$ cat config.mk
export PLATFORM = sky130hd
export DESIGN_NAME = tpsg_top
export DESIGN_NICKNAME = d
export VERILOG_FILES = /design/src/rtl/tpsg_time_add.v /design/src/rtl/tpsg_time_ge.v /design/src/rtl/tpsg_top.v
export VERILOG_INCLUDE_DIRS = /design/src /design/src/rtl
export SDC_FILE = /design/constraint.sdc
export NUM_CORES = 2
export LEC_CHECK = 0
export BUFFER_PORTS_ARGS = -buffer_cell sky130_fd_sc_hd__buf_2
export CORE_MARGIN = 4
export CORE_UTILIZATION = 50
export CTS_CLUSTER_DIAMETER = 200
export DETAILED_ROUTE_END_ITERATION = 8
export PLACE_DENSITY = 0.79
export SETUP_SLACK_MARGIN = 0.15
export SKIP_CTS_REPAIR_TIMING = 1
export SYNTH_ARGS = -nofsm -noshare
export SYNTH_HDL_FRONTEND = slang
export SYNTH_SLANG_ARGS = --single-unit
$ cat constraint.sdc
create_clock -name mclk_i -period 8.3 [get_ports mclk_i]
set_input_delay 2.075 -clock mclk_i [delete_from_list [all_inputs] [get_ports mclk_i]]
set_output_delay 2.075 -clock mclk_i [all_outputs]
set_load 0.02 [all_outputs]
$ cat src/rtl/tpsg_regs.vh
// register offsets, field positions and constants of the timed pwm generator
`ifndef TPSG_REGS_VH
`define TPSG_REGS_VH
`define TPSG_OFF_CONTROL    8'h00
`define TPSG_OFF_STATUS     8'h04
`define TPSG_OFF_POLARITY   8'h08
`define TPSG_OFF_VERSION    8'h0c
`define TPSG_OFF_CABLE      8'h20
`define TPSG_OFF_IRQ_FLAG   8'h30
`define TPSG_OFF_IRQ_MASK   8'h34
`define TPSG_OFF_START_NS   8'h40
`define TPSG_OFF_START_S    8'h44
`define TPSG_OFF_WIDTH_NS   8'h48
`define TPSG_OFF_WIDTH_S    8'h4c
`define TPSG_OFF_PERIOD_NS  8'h50
`define TPSG_OFF_PERIOD_S   8'h54
`define TPSG_OFF_REPEAT     8'h58
`define TPSG_BIT_ENABLE     0
`define TPSG_BIT_VALID      1
`define TPSG_BIT_ERROR      0
`define TPSG_BIT_JUMP       1
`define TPSG_BIT_POL        0
`define TPSG_BIT_IRQ        0
`define TPSG_CABLE_W        16
`define TPSG_NS_PER_S       32'h3b9aca00
`define TPSG_HALF_STEP_NS   32'h0000000a
`define TPSG_RESP_OKAY      2'h0
`define TPSG_RESP_DECERR    2'h3
`define TPSG_POL_RESET      1'h1
`endif

$ cat src/rtl/tpsg_time_add.v
// adds or subtracts two seconds plus nanoseconds times
`timescale 1ns/1ps
`default_nettype none
`include "tpsg_regs.vh"
module tpsg_time_add (
  input  wire [31:0] a_s_i,
  input  wire [31:0] a_ns_i,
  input  wire [31:0] b_s_i,
  input  wire [31:0] b_ns_i,
  input  wire        sub_i,
  output reg  [31:0] y_s_o,
  output reg  [31:0] y_ns_o
);
  reg [32:0] ns_sum;
  always @* begin
    ns_sum = 33'h000000000;
    if (sub_i) begin
      // borrow a second when nanoseconds underflow
      if (a_ns_i >= b_ns_i) begin
        y_ns_o = a_ns_i - b_ns_i;
        y_s_o  = a_s_i - b_s_i;
      end else begin
        y_ns_o = a_ns_i + `TPSG_NS_PER_S - b_ns_i;
        y_s_o  = a_s_i - b_s_i - 32'h00000001;
      end
    end else begin
      ns_sum = {1'b0, a_ns_i} + {1'b0, b_ns_i};
      if (ns_sum >= {1'b0, `TPSG_NS_PER_S}) begin
        y_ns_o = ns_sum[31:0] - `TPSG_NS_PER_S;
        y_s_o  = a_s_i + b_s_i + 32'h00000001;
      end else begin
        y_ns_o = ns_sum[31:0];
        y_s_o  = a_s_i + b_s_i;
      end
    end
  end
endmodule
`default_nettype wire

$ cat src/rtl/tpsg_time_ge.v
// compares two seconds plus nanoseconds times: a at or past b
`timescale 1ns/1ps
`default_nettype none
module tpsg_time_ge (
  input  wire [31:0] a_s_i,
  input  wire [31:0] a_ns_i,
  input  wire [31:0] b_s_i,
  input  wire [31:0] b_ns_i,
  output wire        ge_o
);
  assign ge_o = (a_s_i > b_s_i) || ((a_s_i == b_s_i) && (a_ns_i >= b_ns_i));
endmodule
`default_nettype wire

$ cat src/rtl/tpsg_top.v
// timed pwm generator: axi4-lite register set and edge scheduler
// Contract
// - edges produced early by output delay
// - edge placed mid clock period
// - optional dual-edge operation halves error; not taken here, generator runs on the rising edge only
// - all registers 32-bit over axi4-lite
// - unmapped offsets answer decode error
// - control register at offset 0x00
// - status at 0x04, write clears flags
// - polarity at 0x08, version at 0x0c
// - cable delay register at 0x20
// - irq flag 0x30 clears, mask 0x34
// - start time ns 0x40, s 0x44
// - pulse width ns 0x48, s 0x4c
// - period ns 0x50, s 0x54
// - repeat count register at 0x58
// - assert = start - delay, deassert = +width
// - on reaching edge time drive, add period
// - stop at repeat count, zero endless
// - jump or disable stops, output idle
`timescale 1ns/1ps
`default_nettype none
`include "tpsg_regs.vh"
module tpsg_top #(
  parameter [31:0] VERSION    = 32'h01000000, // arbitrary value
  parameter [31:0] OUT_DLY_NS = 32'h00000000  // fixed pin delay of the output path
) (
  input  wire        mclk_i,
  input  wire        srst_i,
  input  wire        ce_i,
  input  wire [31:0] time_s_i,
  input  wire [31:0] time_ns_i,
  input  wire        time_jump_i,
  input  wire        s_axi_awvalid,
  output reg         s_axi_awready,
  input  wire [31:0] s_axi_awaddr,
  input  wire        s_axi_wvalid,
  output reg         s_axi_wready,
  input  wire [31:0] s_axi_wdata,
  input  wire [3:0]  s_axi_wstrb,
  output reg         s_axi_bvalid,
  input  wire        s_axi_bready,
  output reg  [1:0]  s_axi_bresp,
  input  wire        s_axi_arvalid,
  output reg         s_axi_arready,
  input  wire [31:0] s_axi_araddr,
  output reg         s_axi_rvalid,
  input  wire        s_axi_rready,
  output reg  [31:0] s_axi_rdata,
  output reg  [1:0]  s_axi_rresp,
  output reg         signal_o,
  output reg         irq_o
);
  // control and configuration
  reg        enable_r;
  reg        valid_r;
  reg        pol_r;
  reg [`TPSG_CABLE_W-1:0] cable_r;
  reg        irq_mask_r;
  reg [31:0] start_ns_r;
  reg [31:0] start_s_r;
  reg [31:0] width_ns_r;
  reg [31:0] width_s_r;
  reg [31:0] period_ns_r;
  reg [31:0] period_s_r;
  reg [31:0] repeat_r;
  // status
  reg        err_r;
  reg        jump_r;
  reg        irq_flag_r;
  // generator state
  reg        run_r;
  reg        active_r;
  reg [31:0] on_s_r;
  reg [31:0] on_ns_r;
  reg [31:0] off_s_r;
  reg [31:0] off_ns_r;
  reg [31:0] count_r;
  reg        start_late_arm_q;
  // time arrives from the time source on this clock, so no synchroniser
  // half a time step more lead rounds each edge to the nearest step
  wire [31:0] dly_ns = OUT_DLY_NS + {{(32-`TPSG_CABLE_W){1'b0}}, cable_r}
                       + `TPSG_HALF_STEP_NS;
  wire [31:0] first_on_s;
  wire [31:0] first_on_ns;
  wire [31:0] first_off_s;
  wire [31:0] first_off_ns;
  wire [31:0] next_on_s;
  wire [31:0] next_on_ns;
  wire [31:0] next_off_s;
  wire [31:0] next_off_ns;
  wire        on_due;
  wire        off_due;
  wire        start_late;

  tpsg_time_add u_first_on (
    .a_s_i (start_s_r), .a_ns_i (start_ns_r), .b_s_i (32'h00000000), .b_ns_i (dly_ns),
    .sub_i (1'b1), .y_s_o (first_on_s), .y_ns_o (first_on_ns));
  tpsg_time_add u_first_off (
    .a_s_i (first_on_s), .a_ns_i (first_on_ns), .b_s_i (width_s_r), .b_ns_i (width_ns_r),
    .sub_i (1'b0), .y_s_o (first_off_s), .y_ns_o (first_off_ns));
  tpsg_time_add u_next_on (
    .a_s_i (on_s_r), .a_ns_i (on_ns_r), .b_s_i (period_s_r), .b_ns_i (period_ns_r),
    .sub_i (1'b0), .y_s_o (next_on_s), .y_ns_o (next_on_ns));
  tpsg_time_add u_next_off (
    .a_s_i (off_s_r), .a_ns_i (off_ns_r), .b_s_i (period_s_r), .b_ns_i (period_ns_r),
    .sub_i (1'b0), .y_s_o (next_off_s), .y_ns_o (next_off_ns));
  tpsg_time_ge u_on_due (
    .a_s_i (time_s_i), .a_ns_i (time_ns_i), .b_s_i (on_s_r), .b_ns_i (on_ns_r),
    .ge_o (on_due));
  tpsg_time_ge u_off_due (
    .a_s_i (time_s_i), .a_ns_i (time_ns_i), .b_s_i (off_s_r), .b_ns_i (off_ns_r),
    .ge_o (off_due));
  tpsg_time_ge u_late (
    .a_s_i (time_s_i), .a_ns_i (time_ns_i), .b_s_i (first_on_s), .b_ns_i (first_on_ns),
    .ge_o (start_late));

  // bus handshake: address and data taken together, one write and one read at a time
  wire       wr_go  = s_axi_awvalid && s_axi_wvalid && !s_axi_bvalid && !s_axi_awready;
  wire       rd_go  = s_axi_arvalid && !s_axi_rvalid && !s_axi_arready;
  wire [7:0] wa     = s_axi_awaddr[7:0];
  wire [7:0] ra     = s_axi_araddr[7:0];
  wire       wr_hit = wr_go && (s_axi_awaddr[31:8] == 24'h000000);
  // clear-on-write flags: a write of one clears, a write of zero leaves
  wire       clr_st = wr_hit && (wa == `TPSG_OFF_STATUS);
  wire       clr_irq = wr_hit && (wa == `TPSG_OFF_IRQ_FLAG);
  wire       dis_req = wr_hit && (wa == `TPSG_OFF_CONTROL)
                       && !s_axi_wdata[`TPSG_BIT_ENABLE];
  wire       arm_req = wr_hit && (wa == `TPSG_OFF_CONTROL)
                       && s_axi_wdata[`TPSG_BIT_ENABLE] && s_axi_wdata[`TPSG_BIT_VALID];

  reg        wr_ok;
  reg        rd_ok;
  reg [31:0] rd_val;
  always @* begin
    wr_ok = 1'b1;
    case (wa)
      `TPSG_OFF_CONTROL, `TPSG_OFF_STATUS, `TPSG_OFF_POLARITY, `TPSG_OFF_VERSION,
      `TPSG_OFF_CABLE, `TPSG_OFF_IRQ_FLAG, `TPSG_OFF_IRQ_MASK, `TPSG_OFF_START_NS,
      `TPSG_OFF_START_S, `TPSG_OFF_WIDTH_NS, `TPSG_OFF_WIDTH_S, `TPSG_OFF_PERIOD_NS,
      `TPSG_OFF_PERIOD_S, `TPSG_OFF_REPEAT: wr_ok = 1'b1;
      default: wr_ok = 1'b0;
    endcase
    if (s_axi_awaddr[31:8] != 24'h000000) begin
      wr_ok = 1'b0;
    end
    rd_ok  = (s_axi_araddr[31:8] == 24'h000000);
    rd_val = 32'h00000000;
    case (ra)
      `TPSG_OFF_CONTROL: begin
        rd_val[`TPSG_BIT_ENABLE] = enable_r;
        rd_val[`TPSG_BIT_VALID]  = valid_r;
      end
      `TPSG_OFF_STATUS: begin
        rd_val[`TPSG_BIT_ERROR] = err_r;
        rd_val[`TPSG_BIT_JUMP]  = jump_r;
      end
      `TPSG_OFF_POLARITY:  rd_val[`TPSG_BIT_POL] = pol_r;
      `TPSG_OFF_VERSION:   rd_val = VERSION;
      `TPSG_OFF_CABLE:     rd_val[`TPSG_CABLE_W-1:0] = cable_r;
      `TPSG_OFF_IRQ_FLAG:  rd_val[`TPSG_BIT_IRQ] = irq_flag_r;
      `TPSG_OFF_IRQ_MASK:  rd_val[`TPSG_BIT_IRQ] = irq_mask_r;
      `TPSG_OFF_START_NS:  rd_val = start_ns_r;
      `TPSG_OFF_START_S:   rd_val = start_s_r;
      `TPSG_OFF_WIDTH_NS:  rd_val = width_ns_r;
      `TPSG_OFF_WIDTH_S:   rd_val = width_s_r;
      `TPSG_OFF_PERIOD_NS: rd_val = period_ns_r;
      `TPSG_OFF_PERIOD_S:  rd_val = period_s_r;
      `TPSG_OFF_REPEAT:    rd_val = repeat_r;
      default:             rd_ok = 1'b0;
    endcase
  end

  // bus slave
  always @(posedge mclk_i) begin
    if (srst_i) begin
      s_axi_awready <= 1'b0;
      s_axi_wready  <= 1'b0;
      s_axi_bvalid  <= 1'b0;
      s_axi_bresp   <= `TPSG_RESP_OKAY;
      s_axi_arready <= 1'b0;
      s_axi_rvalid  <= 1'b0;
      s_axi_rdata   <= 32'h00000000;
      s_axi_rresp   <= `TPSG_RESP_OKAY;
    end else if (ce_i) begin
      s_axi_awready <= wr_go;
      s_axi_wready  <= wr_go;
      s_axi_arready <= rd_go;
      if (wr_go) begin
        s_axi_bvalid <= 1'b1;
        s_axi_bresp  <= wr_ok ? `TPSG_RESP_OKAY : `TPSG_RESP_DECERR;
      end else if (s_axi_bready) begin
        s_axi_bvalid <= 1'b0;
      end
      if (rd_go) begin
        s_axi_rvalid <= 1'b1;
        s_axi_rdata  <= rd_ok ? rd_val : 32'h00000000;
        s_axi_rresp  <= rd_ok ? `TPSG_RESP_OKAY : `TPSG_RESP_DECERR;
      end else if (s_axi_rready) begin
        s_axi_rvalid <= 1'b0;
      end
    end
  end

  // configuration writes; byte strobes are ignored, full words assumed
  always @(posedge mclk_i) begin
    if (srst_i) begin
      enable_r    <= 1'b0;
      valid_r     <= 1'b0;
      pol_r       <= `TPSG_POL_RESET;
      cable_r     <= {`TPSG_CABLE_W{1'b0}};
      irq_mask_r  <= 1'b0;
      start_ns_r  <= 32'h00000000;
      start_s_r   <= 32'h00000000;
      width_ns_r  <= 32'h00000000;
      width_s_r   <= 32'h00000000;
      period_ns_r <= 32'h00000000;
      period_s_r  <= 32'h00000000;
      repeat_r    <= 32'h00000000;
    end else if (ce_i) begin
      if (wr_hit) begin
        case (wa)
          `TPSG_OFF_CONTROL: begin
            enable_r <= s_axi_wdata[`TPSG_BIT_ENABLE];
            valid_r  <= s_axi_wdata[`TPSG_BIT_VALID];
          end
          `TPSG_OFF_POLARITY:  pol_r <= s_axi_wdata[`TPSG_BIT_POL];
          `TPSG_OFF_CABLE:     cable_r <= s_axi_wdata[`TPSG_CABLE_W-1:0];
          `TPSG_OFF_IRQ_MASK:  irq_mask_r <= s_axi_wdata[`TPSG_BIT_IRQ];
          `TPSG_OFF_START_NS:  start_ns_r <= s_axi_wdata;
          `TPSG_OFF_START_S:   start_s_r <= s_axi_wdata;
          `TPSG_OFF_WIDTH_NS:  width_ns_r <= s_axi_wdata;
          `TPSG_OFF_WIDTH_S:   width_s_r <= s_axi_wdata;
          `TPSG_OFF_PERIOD_NS: period_ns_r <= s_axi_wdata;
          `TPSG_OFF_PERIOD_S:  period_s_r <= s_axi_wdata;
          `TPSG_OFF_REPEAT:    repeat_r <= s_axi_wdata;
          default: ;
        endcase
      end else if ((run_r && time_jump_i) || (start_late_arm_q && start_late)) begin
        enable_r <= 1'b0;
        valid_r  <= 1'b0;
      end
    end
  end

  // a start that is already in the past is refused as an error
  always @(posedge mclk_i) begin
    if (srst_i) begin
      start_late_arm_q <= 1'b0;
    end else if (ce_i) begin
      start_late_arm_q <= arm_req;
    end
  end

  // generator; rising edge only, so error stays at half a time step
  // dual-edge option not taken: it would need a second output register
  wire stop_now = time_jump_i || dis_req || (start_late_arm_q && start_late);
  wire err_evt  = run_r && (time_jump_i || dis_req) || (start_late_arm_q && start_late);
  always @(posedge mclk_i) begin
    if (srst_i) begin
      run_r      <= 1'b0;
      active_r   <= 1'b0;
      on_s_r     <= 32'h00000000;
      on_ns_r    <= 32'h00000000;
      off_s_r    <= 32'h00000000;
      off_ns_r   <= 32'h00000000;
      count_r    <= 32'h00000000;
      signal_o   <= ~`TPSG_POL_RESET;
      err_r      <= 1'b0;
      jump_r     <= 1'b0;
      irq_flag_r <= 1'b0;
      irq_o      <= 1'b0;
    end else if (ce_i) begin
      // set wins over a clear in the same cycle
      err_r      <= err_evt | (err_r & ~(clr_st & s_axi_wdata[`TPSG_BIT_ERROR]));
      jump_r     <= time_jump_i | (jump_r & ~(clr_st & s_axi_wdata[`TPSG_BIT_JUMP]));
      irq_flag_r <= err_evt | (irq_flag_r & ~(clr_irq & s_axi_wdata[`TPSG_BIT_IRQ]));
      irq_o      <= irq_mask_r & (err_evt | (irq_flag_r & ~(clr_irq & s_axi_wdata[`TPSG_BIT_IRQ])));
      if (stop_now) begin
        run_r    <= 1'b0;
        active_r <= 1'b0;
        signal_o <= ~pol_r;
      end else if (start_late_arm_q) begin
        run_r    <= 1'b1;
        active_r <= 1'b0;
        count_r  <= 32'h00000000;
        on_s_r   <= first_on_s;
        on_ns_r  <= first_on_ns;
        off_s_r  <= first_off_s;
        off_ns_r <= first_off_ns;
        signal_o <= ~pol_r;
      end else if (run_r) begin
        if (!active_r && on_due) begin
          active_r <= 1'b1;
          signal_o <= pol_r;
          on_s_r   <= next_on_s;
          on_ns_r  <= next_on_ns;
        end else if (active_r && off_due) begin
          active_r <= 1'b0;
          signal_o <= ~pol_r;
          off_s_r  <= next_off_s;
          off_ns_r <= next_off_ns;
          count_r  <= count_r + 32'h00000001;
          if ((repeat_r != 32'h00000000) && (count_r + 32'h00000001 == repeat_r)) begin
            run_r <= 1'b0;
          end
        end
      end else begin
        signal_o <= ~pol_r;
      end
    end
  end
endmodule
`default_nettype wire

Word level (Yosys, flattened, before mapping)
Index checks and enable logic that the tools add are counted.
{ "word_totals": {"wordCells": 238, "memories": 0, "latchBits": 0, "in_bits": 173, "reg_bits": 452, "romBits": 0, "output_inout_bits": 43, "ramBits": 0} }
{ "classes": {"order_cmp": 10, "bitwise": 15, "shifts": 0, "n_mul": 0, "eq_ne": 33, "addsub": 18, "n_reduce_logical": 69, "div_mod_pow": 0, "n_mux": 61} }
{ "ops": {"columns": ["op", "n"], "rows": [
  ["$mux W32", 27],
  ["$add A32 B1 Y32 const B", 4],
  ["$eq A32 B32 Y1", 4],
  ["$pmux W16 S8", 1],
  ["$eq A8 B7 Y1 const B", 14],
  ["$pmux W14 S8", 1],
  ["$add A32 B32 Y33", 3],
  ["$ge A33 B30 Y1 const B", 3],
  ["$add A32 B32 Y32", 3],
  ["$ge A32 B32 Y1", 3],
  ["$gt A32 B32 Y1", 3],
  ["$sub A32 B30 Y32 const B", 3],
  ["$sub A32 B17 Y32", 2],
  ["$eq A8 B6 Y1 const B", 6],
  ["$logic_not A24 Y1", 2],
  ["$reduce_and A3 Y1", 12],
  ["$add A32 B30 Y32 const B", 1],
  ["$eq A8 B4 Y1 const B", 4],
  ["$ge A32 B17 Y1", 1],
  ["$reduce_bool A32 Y1", 1],
  ["$sub A32 B1 Y32 const B", 1],
  ["$mux W1", 28],
  ["$reduce_or A14 Y1", 2],
  ["$reduce_bool A24 Y1", 1],
  ["other kinds (21)", 76]
]} }

Longest topological paths before layout
{ "logic_depth": {"ltp_word": 11, "depth_mapped": 38, "mapped_depth_nobuf": 35} }

Modules after synthesis
Synthesis repeated with hierarchy kept, for this count alone.
{ "unflattened": {"cells_unflattened": 10636, "area_unflattened_um2": 75217.1} }
{ "modules_own_cells": {"columns": ["module", "seq_area_each_um2", "area_per_inst_um2", "cells_per_inst", "instances"], "rows": [
  ["tpsg_time_add at u_first_on ...", 0.0, 12323.1, 1848, 2],
  ["tpsg_top", 9008.6, 20727.4, 2566, 1],
  ["tpsg_time_add at u_first_off", 0.0, 12876.1, 1903, 1],
  ["tpsg_time_add at u_next_on", 0.0, 12106.6, 1802, 1],
  ["tpsg_time_ge", 0.0, 1620.3, 223, 3]
]} }

Worst setup path before layout
Ideal clock, no wire load.
{ "synth_timing": {"path_type": "reg2reg", "from": "register cable_r[6]", "to": "register off_ns_r[14]", "path_buffers": 5, "setup_slack_ns": 0.752, "period_less_slack_ns": 7.548, "stages_incl_launch_ff": 33, "setup_time_ns": 0.060, "arrival_time_ns": 7.488, "required_ns": 8.240, "path_cell_list": "dfxtp_1 -> and3_1 -> and3_1 -> nand2_1 -> or4b_2 -> ha_1 -> inv_1 -> nor3_1 -> o21ai_0 -> nand3_1 -> a31o_2 -> clkbuf_1 -> clkbuf_1 -> clkbuf_1 -> o21ai_0 -> ha_1 -> buf_2 -> nand3_1 -> nor4_1 -> nor3_1 -> xnor2_1 -> inv_1 -> ha_1 -> nor4_1 -> o21bai_1 -> a221o_1 -> a22oi_1 -> o21ai_2 -> and2_1 -> buf_2 -> or3_1 -> a21oi_1 -> a221o_1"} }
{ "synth_between": {"elab_chain_len": 10, "word_cells_on_any_way": 20, "classes_between": "5 x add/sub; 4 x order compare; 1 x eq/ne; 4 x mux; 1 x bitwise; 5 x reduce/logical"} }
{ "synth_lines": {"columns": ["item", "line_no", "text"], "rows": [
  ["start, declared", "tpsg_top.v:58", "reg [`TPSG_CABLE_W-1:0] cable_r;"],
  ["start signal, assigned", "tpsg_top.v:211", "cable_r <= {`TPSG_CABLE_W{1'b0}};"],
  ["start signal, assigned", "tpsg_top.v:228", "`TPSG_OFF_CABLE: cable_r <= s_axi_wdata[`TPSG_CABLE_W-1:0];"],
  ["$add A16 B4 Y17 (no source line) (*)", null, null],
  ["branches (longest 9 deep; another with $add A32 B32 Y33)", null, null],
  ["end signal, assigned", "tpsg_top.v:290", "off_ns_r <= first_off_ns;"],
  ["end signal, assigned", "tpsg_top.v:302", "off_ns_r <= next_off_ns;"],
  ["end, declared", "tpsg_top.v:77", "reg [31:0] off_ns_r;"]
]} }
Mark *: on every way between the ends.
A chain may end at the register's enable or synchronous reset.

Worst setup path in the final report
{ "layout_timing": {"from": "register cable_r[6]", "to": "register off_s_r[27]"} }
{ "layout_between": {"elab_chain_len": 10, "word_cells_on_any_way": 21, "classes_between": "6 x add/sub; 4 x order compare; 1 x eq/ne; 4 x mux; 1 x bitwise; 5 x reduce/logical"} }
{ "layout_lines": {"columns": ["item", "line_no", "text"], "rows": [
  ["$add A16 B4 Y17 (no source line) (*)", null, null],
  ["branches (longest 9 deep; another with $add A32 B32 Y33)", null, null],
  ["end signal, assigned", "tpsg_top.v:289", "off_s_r <= first_off_s;"],
  ["end signal, assigned", "tpsg_top.v:301", "off_s_r <= next_off_s;"],
  ["end, declared", "tpsg_top.v:76", "reg [31:0] off_s_r;"]
]} }
Marked as above.

==> impl_metrics.env <==
export IMPL_violations="slew limit"
export IMPL_crit_top_cell="and3_1"
export IMPL_slowest_stage="or4b_2"
export IMPL_synth_seq_area_share=0.2118
export IMPL_powerDensity_nw_per_um2=101.5
export IMPL_hold_path_class="reg2reg"
export IMPL_top_layer_used="met5"
export IMPL_port_buffers=211
export IMPL_cts_buffer_depth=3
export IMPL_fin_setup_tns_ns=0
export IMPL_start_util=0.5067
export IMPL_dieArea_sq_um=89810
export IMPL_setup_viol=0
export IMPL_crit_family="simple AND/OR/NAND/NOR gates"
export IMPL_synth_top_cell_by_area="dfxtp_1"
export IMPL_grt_pass1_wl_um=249800
export IMPL_wl_met2_um=68430
export IMPL_die_x_um=299.7
export IMPL_wl_per_cell_um=23.81
export IMPL_start_kind="flip-flop"
export IMPL_grt_usage=0.3576
export IMPL_route_vias_total=46060
export IMPL_rsz0062_at_grt="yes"
export IMPL_synth_top_cell_area_share=0.2118
export IMPL_status="finished with violations"
export IMPL_fin_worst_skew_ns=0.05071
export IMPL_grt_start_max_net_pins=88
export IMPL_period_needed_ns=7.907
export IMPL_synth_net_count=6429
export IMPL_drcViolationCount=0
export IMPL_drt_initial_drc_count=5521
export IMPL_cts_tree="built"
export IMPL_wl_um=169600
export IMPL_async_flop_share=0
export IMPL_dpl_hpwl_um=133200
export IMPL_pin_count=216
export IMPL_synth_edf_count=0
export IMPL_drv_cap=0
export IMPL_slew_headroom=-0.03951
export IMPL_cts_sinks=450
export IMPL_syn_instance_count=5791
export IMPL_placed_area_sq_um=45400
export IMPL_wl_met1_um=66480
export IMPL_die_y_um=299.7
export IMPL_cp_max_fo=9
export IMPL_worst_slew_pin_slew_ns=1.559
export IMPL_ir_worst_vdd_mv=0.1565
export IMPL_synthTopCellsByArea="dfxtp_1 21%, ha_1 13%, nand2_1 7.4%"
export IMPL_p_leak_nw=19.39
export IMPL_route_met3_wl_um=21520
export IMPL_fmax_mhz=126.5
export IMPL_hold_viol_final=0
export IMPL_root_buffer="clkbuf_16"
export IMPL_num_rows=106
export IMPL_layout_drive_gt1_share=0.09849
export IMPL_finalInstanceArea_sq_um=47350
export IMPL_max_stage_delay_ns=0.73
export IMPL_clkLatencyLatePin_ns=0.66
export IMPL_post_drt_via_cell_ratio=6.468
export IMPL_h_tree_depth=2
export IMPL_syn_to_final_growth_pct=11.30
export IMPL_crit_buf_inv=4
export IMPL_grt_overflow=0
export IMPL_gp_congestion=1.030
export IMPL_period_share=0.9527
export IMPL_nets=6581
export IMPL_critPathRequiredTime_ns=8.83
export IMPL_synth_cell_type_count=100
export IMPL_syn_area_sq_um=42540
export IMPL_numCtsBuffers=48
export IMPL_end_kind="flip-flop"
export IMPL_final_max_slew_viol_count=2
export IMPL_yosysWarningCount=0
export IMPL_final_antenna_net_count=0
export IMPL_core_area_sq_um=83950
export IMPL_synth_seq_cells=450
export IMPL_clk_pin_slew_worst_paths_ns=0.07
export IMPL_first_pass_iters=9
export IMPL_grt_pass1_vias=42190
export IMPL_power_mw=4.806
export IMPL_antenna_found_initial=8
export IMPL_crit_arrival_ns=8.43
export IMPL_critPathKind="reg2reg"
export IMPL_avgSynthCellArea_sq_um=7.346
export IMPL_synthFlopType="dfxtp_1"
## final timing paths
path | slack (ns) | start | cells past startpoint | to
max | 0.39 | cable_r[6] | 31 | off_s_r[27]
min | 0.45 | s_axi_rdata[1] | 2 | s_axi_rdata[1]
max reg2reg | 0.39 | cable_r[6] | 31 | off_s_r[27]
min reg2reg | 0.45 | s_axi_rdata[1] | 2 | s_axi_rdata[1]
## cells in the mapped netlist (42+ instances only)
cell,n
a21o_1,142
nand4_1,84
a211oi_1,75
o211ai_1,58
nand3_1,169
dfxtp_1,450
nor4_1,63
nor2b_1,44
and3_1,53
and2_1,50
xor2_1,139
o21ai_0,236
a31oi_1,46
a22oi_1,156
xnor2_1,284
nor2_1,352
a21oi_1,618
o21a_1,53
inv_1,337
nand2_1,842
ha_1,447
o21bai_1,42
clkbuf_1,251
nor3_1,147
## cell usage in the layout, fill, tap and decap left out, drive strengths merged, types with 51 or more instances in the layout
cell type  Yosys  routed
xnor2        284     284
o21a          53      53
nand3        169     169
o21ai        247     247
a22oi        156     156
nand4         84      84
nor3         147     147
a21o         142     142
ha           447     447
a21oi        618     618
nor2         352     352
inv          337     339
dfxtp        450     450
xor2         139     139
nand2        842     842
and3          53      53
buf           32     401
clkbuf       267      71
a211oi        77      77
nor4          64      64
and2          51      51
o211ai        61      61
## state kept, by name, summed over array words and instances, names as in the netlist, 16 cells and up
name	count
repeat_r	32
start_s_r	32
on_ns_r	32
off_ns_r	32
period_s_r	32
s_axi_rdata	32
on_s_r	32
cable_r	16
off_s_r	32
count_r	32
start_ns_r	32
period_ns_r	32
width_s_r	32
width_ns_r	32
## layer usage
metal  up-vias  GRT usage
met3       579    0.09220
met1     21460     0.4651
li1      21290          -
met5         -          0
met4         6     0.2188
met2      2722     0.5298
## layout make-up
cell class                 count  area (sq um)
fill                        7776         36610
multi-input combinational   4704         31350
sequential                   450          9012
timing repair buffer         401          2592
tap                         1134          1419
clock buffer                  71          1388
inverter                     338          1269
clock inverter                16         297.8
antenna                        7         17.52
## logic make-up (layout without fill, tap and decap cells)
kind of cell,count (synthesis),in the layout,synth area share
AOI/OAI and AO/OA,1789,1789,0.2760
and+or+nand+nor,1989,1989,0.2179
muxes,36,36,0.008824
buffers and inverters,637,826,0.05765
DFF,450,450,0.2118
other,0,7,0
xor gates and xnor gates,424,424,0.08762
adders and majority gates,466,466,0.1402
## report_power, final
group | switching (mW) | leakage (nW) | internal, mW | total (mW)
Clock | 1.01 | 0.813 | 1.33 | 2.34
Combinational | 0.202 | 15.0 | 0.0965 | 0.299
Sequential | 0.00240 | 3.62 | 2.16 | 2.16
## worst min-delay path: cells and delay by family, from the launching register on
kind,cells,cell delay [ns]
compound gates,1,0.05
simple gates,1,0.05
flops,1,0.31
## per-stage QoR
step	setup slack [ns]	std cells	hold WS, ns	util
after floorplan	0.7524	5791	0.4316	-
after global placement	0.08812	7022	0.4390	0.5408
after detailed placement	0.07824	7022	0.4433	0.5408
after CTS	0.06194	7109	0.4578	0.5609
after global routing	0.1180	7116	0.4759	0.5638
final	0.3930	7121	0.4546	0.5640
No activity file was read; power rests on OpenSTA's default activity.
